==> src/verilog/tkad_map.svh <==
// Constants for the touch key acquire and debounce block.
// Assumes a 50 MHz core clock; included by the package and the design files.
`ifndef TKAD_MAP_SVH
`define TKAD_MAP_SVH
`define TKAD_CLK_HZ 50000000
`define TKAD_NKEYS 8
`define TKAD_CNT_W 16
`define TKAD_GROUP_A_MASK 8'h33
`define TKAD_GROUP_B_MASK 8'hCC
`define TKAD_CAL_MS 300
`define TKAD_CAL_CYC ((`TKAD_CAL_MS * (`TKAD_CLK_HZ / 1000)))
`define TKAD_DRIFT_UP_MS 2000
`define TKAD_DRIFT_DN_MS 500
`define TKAD_NEG_RECAL_MS 2000
`define TKAD_RECAL_SHORT_S 10
`define TKAD_RECAL_LONG_S 60
`define TKAD_MS_CYC (`TKAD_CLK_HZ / 1000)
`define TKAD_DI_NORMAL 4'h6
`define TKAD_DI_FAST 4'h2
`define TKAD_DETECT_THR 16'h0010
`define TKAD_NEG_THR 16'h0008
`define TKAD_SLEEP_CYC 16'h00FF
`endif

==> src/verilog/tkad_pkg.sv <==
// Types shared by the touch key block.
// Assumes tkad_map.svh is on the include path.
`default_nettype none
`include "tkad_map.svh"
package tkad_pkg;
  typedef enum logic [1:0] {
    TKAD_RECAL_OFF,
    TKAD_RECAL_10S,
    TKAD_RECAL_60S
  } tkad_recal_t;
  typedef struct packed {
    logic sleep_between_bursts_mode;
    logic fast_detect;
    logic neighbour_suppress;
    tkad_recal_t recal_sel;
  } tkad_cfg_t;
  typedef struct packed {
    logic valid;
    logic group_b;
    logic [`TKAD_NKEYS*`TKAD_CNT_W-1:0] counts;
  } tkad_meas_t;
endpackage
`default_nettype wire

==> src/verilog/tkad_key.sv <==
// One key's reference tracking, recalibration and confirmation counter.
// Assumes a measurement strobe and millisecond tick from the top module.
`default_nettype none
`include "tkad_map.svh"
module tkad_key #(
  parameter int CNT_W = `TKAD_CNT_W,
  parameter int MS_PER_S = 1000
) (
  input wire logic i_clk,
  input wire logic i_rst_b,
  input wire logic i_meas,
  input wire logic [CNT_W-1:0] i_count,
  input wire logic i_cal,
  input wire logic i_ms_tick,
  input wire logic [3:0] i_touch_lim,
  input wire logic [1:0] i_recal_sel,
  output logic o_touched
);
  import tkad_pkg::*;
  logic [CNT_W-1:0] ref_r;
  logic [CNT_W-1:0] last_r;
  logic [3:0] touch_confirm_counter_r;
  logic [15:0] up_ms_r, dn_ms_r, neg_ms_r;
  logic [16:0] hold_ms_r;
  logic detect, negative, recal;
  logic [16:0] hold_lim;
  logic [3:0] lim;

  // Touch pulls the count below the reference, as load capacitance rises.
  assign detect = (ref_r > i_count) && ((ref_r - i_count) > `TKAD_DETECT_THR);
  assign negative = (last_r > ref_r) && ((last_r - ref_r) > `TKAD_NEG_THR);
  assign hold_lim = (i_recal_sel == 2'(TKAD_RECAL_10S)) ? 17'(`TKAD_RECAL_SHORT_S * MS_PER_S) :
                    17'(`TKAD_RECAL_LONG_S * MS_PER_S);
  assign recal = i_cal
    || (o_touched && i_recal_sel != 2'(TKAD_RECAL_OFF) && hold_ms_r >= hold_lim)
    || (neg_ms_r >= 16'(`TKAD_NEG_RECAL_MS));
  // Release always needs the normal count; only touch start may be fast.
  assign lim = o_touched ? `TKAD_DI_NORMAL : i_touch_lim;

  // Counts are only valid with a strobe, so drift and timed recalibration use the last one taken.
  always_ff @(posedge i_clk or negedge i_rst_b) begin
    if (!i_rst_b) last_r <= '0;
    else if (i_meas || i_cal) last_r <= i_count;
  end

  always_ff @(posedge i_clk or negedge i_rst_b) begin
    if (!i_rst_b) begin
      ref_r <= '0;
      up_ms_r <= '0;
      dn_ms_r <= '0;
    end else if (recal) begin
      ref_r <= i_cal ? i_count : last_r;
      up_ms_r <= '0;
      dn_ms_r <= '0;
    end else begin
      if (i_ms_tick && !o_touched) begin
        up_ms_r <= (ref_r > last_r) ? up_ms_r + 16'h0001 : 16'h0000;
        dn_ms_r <= (last_r > ref_r) ? dn_ms_r + 16'h0001 : 16'h0000;
      end
      if (up_ms_r >= 16'(`TKAD_DRIFT_UP_MS)) begin
        ref_r <= ref_r - 1'b1;
        up_ms_r <= '0;
      end else if (dn_ms_r >= 16'(`TKAD_DRIFT_DN_MS)) begin
        ref_r <= ref_r + 1'b1;
        dn_ms_r <= '0;
      end
    end
  end

  always_ff @(posedge i_clk or negedge i_rst_b) begin
    if (!i_rst_b) begin
      hold_ms_r <= '0;
      neg_ms_r <= '0;
    end else if (recal) begin
      hold_ms_r <= '0;
      neg_ms_r <= '0;
    end else if (i_ms_tick) begin
      hold_ms_r <= o_touched ? hold_ms_r + 17'h00001 : 17'h00000;
      neg_ms_r <= negative ? neg_ms_r + 16'h0001 : 16'h0000;
    end
  end

  always_ff @(posedge i_clk or negedge i_rst_b) begin
    if (!i_rst_b) begin
      touch_confirm_counter_r <= '0;
      o_touched <= 1'b0;
    end else if (recal) begin
      touch_confirm_counter_r <= '0;
      o_touched <= 1'b0;
    end else if (i_meas) begin
      if (detect != o_touched) begin
        if (touch_confirm_counter_r + 4'h1 >= lim) begin
          o_touched <= detect;
          touch_confirm_counter_r <= '0;
        end else begin
          touch_confirm_counter_r <= touch_confirm_counter_r + 4'h1;
        end
      end else begin
        touch_confirm_counter_r <= '0;
      end
    end
  end
endmodule
`default_nettype wire

==> src/verilog/tkad_top.sv <==
// Sequencer for the eight-key touch sensor: bursts, calibration and outputs.
// Assumes the analog front end returns one count per key per burst.
`default_nettype none
`include "tkad_map.svh"
module tkad_top #(
  parameter int NKEYS = `TKAD_NKEYS,
  parameter int CNT_W = `TKAD_CNT_W,
  parameter int CAL_CYC = `TKAD_CAL_CYC,
  parameter int MS_CYC = `TKAD_MS_CYC
) (
  input wire logic i_core_clk,
  input wire logic i_rst_b,
  input wire tkad_pkg::tkad_cfg_t i_cfg,
  input wire logic i_lp_request,
  input wire logic i_burst_done,
  input wire logic [NKEYS*CNT_W-1:0] i_counts,
  output logic o_burst_start,
  output logic o_burst_group_b,
  output logic [NKEYS-1:0] o_burst_keys,
  output logic [3:0] o_spread_step,
  output logic o_sleeping,
  output logic o_cal_busy,
  output logic [NKEYS-1:0] o_key,
  output logic o_detect
);
  import tkad_pkg::*;
  typedef enum logic [2:0] {TKAD_ST_START, TKAD_ST_WAIT, TKAD_ST_SLEEP} tkad_st_t;
  tkad_st_t st_r;
  logic rst_s1_r, rst_s2_r;
  logic [31:0] cal_r;
  logic [31:0] ms_r;
  logic ms_tick;
  logic lp_r;
  logic [15:0] sleep_r;
  logic [3:0] lfsr_r;
  logic [NKEYS-1:0] touched;
  logic [3:0] touch_lim;
  logic cal_now;
  logic cal_a_r;

  always_ff @(posedge i_core_clk or negedge i_rst_b) begin
    if (!i_rst_b) begin
      rst_s1_r <= 1'b0;
      rst_s2_r <= 1'b0;
    end else begin
      rst_s1_r <= 1'b1;
      rst_s2_r <= rst_s1_r;
    end
  end

  assign ms_tick = (ms_r == 32'(MS_CYC - 1));
  always_ff @(posedge i_core_clk or negedge rst_s2_r) begin
    if (!rst_s2_r) ms_r <= '0;
    else ms_r <= ms_tick ? 32'h0 : ms_r + 32'h1;
  end

  // Calibration takes the readings after the settle window as references; group B takes its second one if the window closes on B.
  always_ff @(posedge i_core_clk or negedge rst_s2_r) begin
    if (!rst_s2_r) begin
      cal_r <= '0;
      cal_a_r <= 1'b0;
      o_cal_busy <= 1'b1;
    end else if (o_cal_busy) begin
      // A window that closes on group B waits for the next pair, so both groups hold references.
      if (cal_r < 32'(CAL_CYC)) cal_r <= cal_r + 32'h1;
      else if (i_burst_done && !o_burst_group_b) cal_a_r <= 1'b1;
      else if (i_burst_done && cal_a_r) o_cal_busy <= 1'b0;
    end
  end
  assign cal_now = o_cal_busy && (cal_r >= 32'(CAL_CYC)) && i_burst_done;

  // Fast detect could let a suppressed key through, so it yields to suppression.
  assign touch_lim = (i_cfg.fast_detect && !i_cfg.neighbour_suppress) ? `TKAD_DI_FAST : `TKAD_DI_NORMAL;

  // Low power holds until a touch; the host must request it again afterwards.
  always_ff @(posedge i_core_clk or negedge rst_s2_r) begin
    if (!rst_s2_r) lp_r <= 1'b0;
    else if (|touched) lp_r <= 1'b0;
    else if (i_lp_request && i_cfg.sleep_between_bursts_mode) lp_r <= 1'b1;
  end

  always_ff @(posedge i_core_clk or negedge rst_s2_r) begin
    if (!rst_s2_r) lfsr_r <= 4'h1;
    else if (o_burst_start) lfsr_r <= {lfsr_r[2:0], lfsr_r[3] ^ lfsr_r[2]};
  end

  always_ff @(posedge i_core_clk or negedge rst_s2_r) begin
    if (!rst_s2_r) begin
      st_r <= TKAD_ST_START;
      o_burst_start <= 1'b0;
      o_burst_group_b <= 1'b0;
      o_burst_keys <= '0;
      o_spread_step <= '0;
      o_sleeping <= 1'b0;
      sleep_r <= '0;
    end else begin
      o_burst_start <= 1'b0;
      case (st_r)
        TKAD_ST_START: begin
          o_burst_start <= 1'b1;
          o_spread_step <= lfsr_r;
          o_burst_keys <= o_burst_group_b ? `TKAD_GROUP_B_MASK : `TKAD_GROUP_A_MASK;
          st_r <= TKAD_ST_WAIT;
        end
        TKAD_ST_WAIT: begin
          // The front end ends the burst when its pulse count is reached.
          if (i_burst_done) begin
            o_burst_group_b <= ~o_burst_group_b;
            if (lp_r) begin
              st_r <= TKAD_ST_SLEEP;
              o_sleeping <= 1'b1;
              sleep_r <= `TKAD_SLEEP_CYC;
            end else begin
              st_r <= TKAD_ST_START;
            end
          end
        end
        TKAD_ST_SLEEP: begin
          if (sleep_r == 16'h0000 || !lp_r) begin
            o_sleeping <= 1'b0;
            st_r <= TKAD_ST_START;
          end else begin
            sleep_r <= sleep_r - 16'h0001;
          end
        end
        default: st_r <= TKAD_ST_START;
      endcase
    end
  end

  genvar k;
  generate
    for (k = 0; k < NKEYS; k++) begin : g_key
      localparam logic IN_B = ((`TKAD_GROUP_B_MASK >> k) & 1) != 0;
      tkad_key #(.CNT_W(CNT_W)) u_key (
        .i_clk(i_core_clk),
        .i_rst_b(rst_s2_r),
        .i_meas(i_burst_done && st_r == TKAD_ST_WAIT && (o_burst_group_b == IN_B) && !o_cal_busy),
        .i_count(i_counts[k*CNT_W +: CNT_W]),
        .i_cal(cal_now && (o_burst_group_b == IN_B)),
        .i_ms_tick(ms_tick),
        .i_touch_lim(touch_lim),
        .i_recal_sel(i_cfg.recal_sel),
        .o_touched(touched[k])
      );
    end
  endgenerate

  always_ff @(posedge i_core_clk or negedge rst_s2_r) begin
    if (!rst_s2_r) begin
      o_key <= '0;
      o_detect <= 1'b0;
    end else begin
      o_key <= touched;
      o_detect <= |touched;
    end
  end
endmodule
`default_nettype wire
==> config.mk <==
export PLATFORM = sky130hd
export DESIGN_NAME = tkad_top
export DESIGN_NICKNAME = d
export VERILOG_FILES = /design/src/verilog/tkad_pkg.sv /design/src/verilog/tkad_key.sv /design/src/verilog/tkad_top.sv
export VERILOG_INCLUDE_DIRS = /design/src /design/src/verilog
export SDC_FILE = /design/constraint.sdc
export NUM_CORES = 2
export LEC_CHECK = 0
export BUFFER_PORTS_ARGS = -buffer_cell sky130_fd_sc_hd__buf_2
export CAP_MARGIN = 30
export CORE_MARGIN = 1
export CORE_UTILIZATION = 30
export CTS_BUF_LIST = sky130_fd_sc_hd__clkbuf_4 sky130_fd_sc_hd__clkbuf_8 sky130_fd_sc_hd__clkbuf_16
export CTS_CLUSTER_SIZE = 12
export DETAILED_ROUTE_END_ITERATION = 6
export PLACE_DENSITY = 0.55
export RECOVER_POWER = 100
export REMOVE_ABC_BUFFERS = 1
export SKIP_CTS_REPAIR_TIMING = 1
export SYNTH_ARGS = -nofsm -noshare
export SYNTH_HDL_FRONTEND = slang
export SYNTH_HIERARCHICAL = 1
export SYNTH_SLANG_ARGS = --single-unit
==> constraint.sdc <==
create_clock -name i_core_clk -period 56.9 [get_ports i_core_clk]
set_clock_uncertainty 0.2 [all_clocks]
set_input_delay 5.69 -clock i_core_clk [delete_from_list [all_inputs] [get_ports i_core_clk]]
set_output_delay 5.69 -clock i_core_clk [all_outputs]
set_load 0.05 [all_outputs]
Word level (Yosys, flattened, before mapping)
Cells that the tools add are included.
W data, S select, Z words.

operators by class
  bitwise gates (word level) = 3
  equality and inequality tests = 16
  reduce and logical (&&, ||, !) cells = 152
  add/subtract/negate cells = 75
  magnitude comparators = 82
  multiplexer cells = 247

operator list
  operator                 count
  $mux W16                 132
  $add A16 B1 Y16 const B  32
  $mux W17                 24
  $gt A16 B16 Y1           24
  $ge A16 B11 Y1 const B   16
  $sub A16 B16 Y16         16
  $sub A16 B1 Y16 const B  9
  $add A17 B1 Y17 const B  8
  $ge A16 B9 Y1 const B    8
  $gt A16 B4 Y1 const B    8
  $gt A16 B5 Y1 const B    8
  $mux W4                  32
  $ge A17 B17 Y1           6
  $reduce_bool A2 Y1       35
  $add A32 B1 Y32 const B  2
  $logic_and A1 B1 Y1      53
  $reduce_bool A3 Y1       16
  $mux W1                  42
  $ge A17 B16 Y1           2
  $mux W3                  11
  $add A4 B1 Y4 const B    8
  $eq A32 B16 Y1 const B   1
  $ge A32 B24 Y1 const B   1
  $ge A4 B4 Y1             8
  other kinds (22)         73

storage, ports and cells
  output and inout port bits = 25
  word-level logic and storage cells = 656
  register bits = 932

Depth between registers and ports, before layout
  word-level depth = 9
  gate-level depth with buffers = 16
  mapped depth without buffers = 16

Hierarchy
The synthesis kept the hierarchy.

by module, submodules not included
  module                         cells each  sequential area each (um^2)  area an instance (um^2)  times used
  tkad_key (g_key[1].u_key ...)  916         2,552.4                      7,646.1                  6
  tkad_key (g_key[3].u_key)      943         2,552.4                      7,901.3                  1
  tkad_key (g_key[0].u_key)      901         2,552.4                      7,563.5                  1
  tkad_top                       429         2,730.1                      4,813.4                  1

Worst setup path after synthesis
OpenSTA, ideal clock, no wires.

  path type = input-to-reg
  from = input i_cfg[1] in the netlist's numbering
  to = register g_key[0].u_key.neg_ms_r[2]
  buffers on the path = 1
  data arrival time = 8,400 ps
  slack = 48,221 ps
  stages on the path = 14
  cell sequence = nand2b_1 -> inv_1 -> ha_1 -> and2_0 -> a221o_1 -> a2111oi_2 -> o31ai_1 -> a211o_1 -> a21oi_4 -> nand4b_1 -> a31oi_4 -> buf_6 -> a21oi_1 -> mux2i_1

between the ends
  longest elaborated chain between the ends = 7
  elaborated cells between the ends (all ways) = 10

RTL lines
  element                                         line            source
  from (decl)                                     tkad_top.sv:13  input wire tkad_pkg::tkad_cfg_t i_cfg,
  $eq A2 B1 Y1                                    tkad_key.sv:32  assign hold_lim = (i_recal_sel == 2'(TKAD_RECAL_10S)) ? 17'(`TKAD_RECAL_SHORT_S * MS_PER_S) :
  $mux W16                                        tkad_key.sv:32
  $ge A17 B17 Y1                                  tkad_key.sv:35  || (o_touched && i_recal_sel != 2'(TKAD_RECAL_OFF) && hold_ms_r >= hold_lim)
  $logic_and A1 B1 Y1 *                           tkad_key.sv:35
  $logic_or A1 B1 Y1 *                            tkad_key.sv:35
  $logic_or A1 B1 Y1 *                            tkad_key.sv:34  assign recal = i_cal
  $mux W16 or $reduce_bool A2 Y1 (tied branches)  n/a
  to (signal assigned)                            tkad_key.sv:79  neg_ms_r <= negative ? neg_ms_r + 16'h0001 : 16'h0000;
  to (decl)                                       tkad_key.sv:23  logic [15:0] up_ms_r, dn_ms_r, neg_ms_r;

Mark *: on every way between the ends. The rest lies on a longest branch, timed or not.
A chain may end at the register's enable or synchronous reset.

==> metrics.yaml <==
pwr:
  internal-power_mw: 1.980
  vdd_ir_drop_max_uv: 27.65
  p_seq_share_pct: 25.0
  switching_share_pct: 43.06
  clkPwrFrac_pct: 22.6
  p_total_mw: 3.478
  leakagePower_nw: 32.55
  p_switching_mw: 1.498
  pwr_density_cell_nw_per_um2: 46.89
  combPwrFrac_pct: 52.5
hold_path:
  hold_path_end: "rst_s2_r"
  min_from: "rst_s1_r"
  hold_path_depth: 0
  hold_path.class: "reg2reg"
final_layout:
  drive_gt1_share_pct: 6.338
  syn_to_final_growth_pct: 12.12
  seqCellArea_um2: 23150
  fin_nets: 8666
  multi_input_area_um2: 40190
  final_area_um2: 74170
  nFillCells: 22740
  fin_cells: 10940
placed_design:
  place_ws_ns: 46.95
  finalWeightedCongestion: 0.8676
  portBuffers: 161
  place_inst: 10720
  place_area_um2: 70590
  hpwl_mm: 127.6
sta:
  fmax_mhz: 55.60
  slew_headroom_pct: -446.8
  drv_slew: 1509
  worst_pin_slew_ns: 8.202
  hold_violations: 0
  rsz0062_at_grt: "false"
  min_period_over_period_pct: 31.61
  fin_ws_ns: 38.91
  finalSetupViolCount: 0
  setup_tns_ns: 0
  min_period_ns: 17.99
cts:
  worstSkewPairLatency_ns: 0.76
  cts.path.max_buffers: 3
  cts_tree: "yes"
  clk_pin_slew_ns: 0.06
  cts_root_buffer: "clkbuf_16"
  cts.sinks: 925
  htree_num_levels: 3
  numCtsBuffers: 113
worst_setup_path:
  r2r_slack_ns: 38.91
  crit_arrival_ns: 17.99
  critPathMostFrequentCell: "clkbuf_1"
  crit_fanout: 143
  worstPathRequired_ns: 56.90
  cp_cell_sequence: "clkbuf_1, clkbuf_1, clkbuf_1, clkbuf_1, clkbuf_1"
  rr_endpoint: "g_key[4].u_key/up_ms_r[9]"
  slowest_stage: "clkbuf_1"
  worst_setup_path_end_kind: "asynchronous set/reset pin"
  max_stage_delay_ns: 5.56
  r2r_cells: 5
  r2r_start: "rst_s2_r"
  path_depth: 5
  timing_worst_setup_path_type: "reg2async"
  crit_buf_inv: 5
  critical_path.top_delay_family: "buffers and inverters"
  cp-start-kind: "flip-flop"
run:
  drv_cap: 29
floorplanning:
  start_util_pct: 30.14
  rows: 172
  core_area_um2: 219500
  die-area_um2: 222400
  die_h_um: 471.6
  ios: 162
  die_x_um: 471.6
route:
  drc: 0
  drt_iter0_markers: 3324
  vias_per_cell: 5.109
  antenna_left: 0
  drt_pass1_iterations: 6
  via_count: 55870
  wl_mm: 173.1
  wl_per_cell_um: 15.82
global_routing:
  grt_pass1_vias: 54650
  grt_busiest_layer: "met2"
  grt_use_total_pct: 15.31
  grt_start_max_net_pins: 156
  grt_pass1_wl_mm: 284.6
  antenna_found_initial: 22
  met3_usage_pct: 1.910
  grt_util_met2_pct: 25.67
  grt_overflow: 0
  gr-usage-met1_pct: 20.48
logic_synthesis:
  ys_ff_latch: 925
  ys.flop_type: "dfrtp_1"
  synth_cells: 7769
  syn_avg_cell_area_um2: 8.515
  synth_common_cells: "dfrtp_1 (923), nor2_1 (789), nand2_1 (768)"
  yosysTopAreaCell: "dfrtp_1"
  synthTopCellsByArea: "dfrtp_1 (35%), ha_1 (10%), nor2_1 (4.5%), nand2_1 (4.4%), o21ai_0 (4.2%)"
  synth_edf_count: 0
  synth_area_um2: 66150
  yosysMostFrequentCell: "dfrtp_1"
  seq_area_frac_synth_pct: 34.99
  yosysWarnings: 6
  synth_top_area_share_pct: 34.91
  async_flop_share_pct: 100.0
  synth.distinct_cells: 105
status:
  violations: "max-capacitance violations, max-slew violations"
  outcome: "complete, but fails checks"
sequential cells by signal (all words and copies together), names as in the netlist, 16 cells and up:
register and cells:
ms_r 32, cal_r 32, sleep_r 16, g_key.u_key/dn_ms_r 128, g_key.u_key/ref_r 128, g_key.u_key/touch_confirm_counter_r 32, g_key.u_key/last_r 128, g_key.u_key/neg_ms_r 128
g_key.u_key/up_ms_r 128, g_key.u_key/hold_ms_r 136
how the worst max path moves through the flow:
stage                            endpoint     start
3_3_place_gp     g_key[0].u_key/ref_r[14]  i_cfg[0]
5_1_grt         g_key[4].u_key/dn_ms_r[7]  rst_s2_r
3_5_place_dp   g_key[0].u_key/neg_ms_r[6]  i_cfg[0]
2_1_floorplan                     cal_a_r  rst_s2_r
4_1_cts        g_key[0].u_key/neg_ms_r[5]  i_cfg[0]
6_report        g_key[4].u_key/up_ms_r[9]  rst_s2_r
kinds of logic (layout without fill, tap and decap cells):
family	Yosys count	after routing	share of synthesized area (%)
compound gates	1913	1913	18.83
xor+xnor	513	513	6.792
fa+ha+maj	565	565	10.96
buf+inv	793	991	4.687
flops	925	925	34.99
mux	181	181	2.795
other cells	10	108	0.05675
simple gates	2869	2869	20.88
layout make-up:
| class | instances | share of cell area [%] |
|---|---|---|
| multi-input cells | 6146 | 54.18 |
| inverters | 557 | 2.819 |
| flip-flops and latches | 925 | 31.21 |
| clock buffers | 158 | 4.479 |
| clock inverters | 55 | 1.004 |
| diodes | 3 | 0.01012 |
| repair buffers | 221 | 1.451 |
| well taps | 2871 | 4.843 |
power groups by stage:
stage | registers [mW] | clock network [mW] | logic (mW)
after floorplan | 0.859 | 0 | 1.41
after global placement | 0.877 | 0 | 1.77
after detailed placement | 0.880 | 0 | 1.80
after CTS | 0.868 | 0.817 | 1.82
after global routing | 0.883 | 0.839 | 2.04
final | 0.868 | 0.785 | 1.83
per-layer routing:
| layer | vias to the layer above | routed length (um) |
|---|---|---|
| li1 | 27900 | - |
| met1 | 26830 | 82240 |
| met2 | 872 | 80430 |
| met3 | 252 | 5982 |
| met4 | 16 | 4302 |
| met5 | - | 108 |
cell usage in the layout (no fill, tap or decap), types with 25 or more instances in the layout:
cell type | netlist | routed
nand3_1 | 320 | 320
or3_1 | 46 | 46
o21ai_0 | 561 | 579
a21o_1 | 141 | 141
o21a_1 | 91 | 91
a21oi_1 | 448 | 449
mux2i_1 | 151 | 151
or2_2 | 29 | 29
a211oi_1 | 81 | 81
clkbuf_1 | 166 | 77
conb_1 | 10 | 105
clkinv_2 | 0 | 25
a31oi_1 | 55 | 56
inv_1 | 557 | 557
dfrtp_1 | 923 | 923
nand4_1 | 192 | 192
a211o_1 | 42 | 42
nor2b_1 | 114 | 114
mux2_2 | 29 | 29
clkbuf_16 | 0 | 113
nor3b_1 | 46 | 46
and3_1 | 114 | 114
nor2_1 | 789 | 781
o211ai_1 | 79 | 79
nor3_1 | 174 | 174
nand2b_1 | 76 | 76
ha_1 | 541 | 541
clkbuf_8 | 0 | 25
nand2_1 | 768 | 768
xnor2_1 | 249 | 249
buf_2 | 30 | 133
nor4_1 | 56 | 57
o31ai_1 | 51 | 51
xor2_1 | 264 | 264
o21bai_1 | 40 | 40
stage by stage:
step | hold WS, ns | util, %
final | 0.1526 | 33.79
after global placement | 0.1401 | 32.04
after CTS | 0.1567 | 34.01
after floorplan | 0.1312 | -
after global routing | 0.1680 | 33.79
after detailed placement | 0.1436 | 32.16
Power figures use the tool's default switching activity.
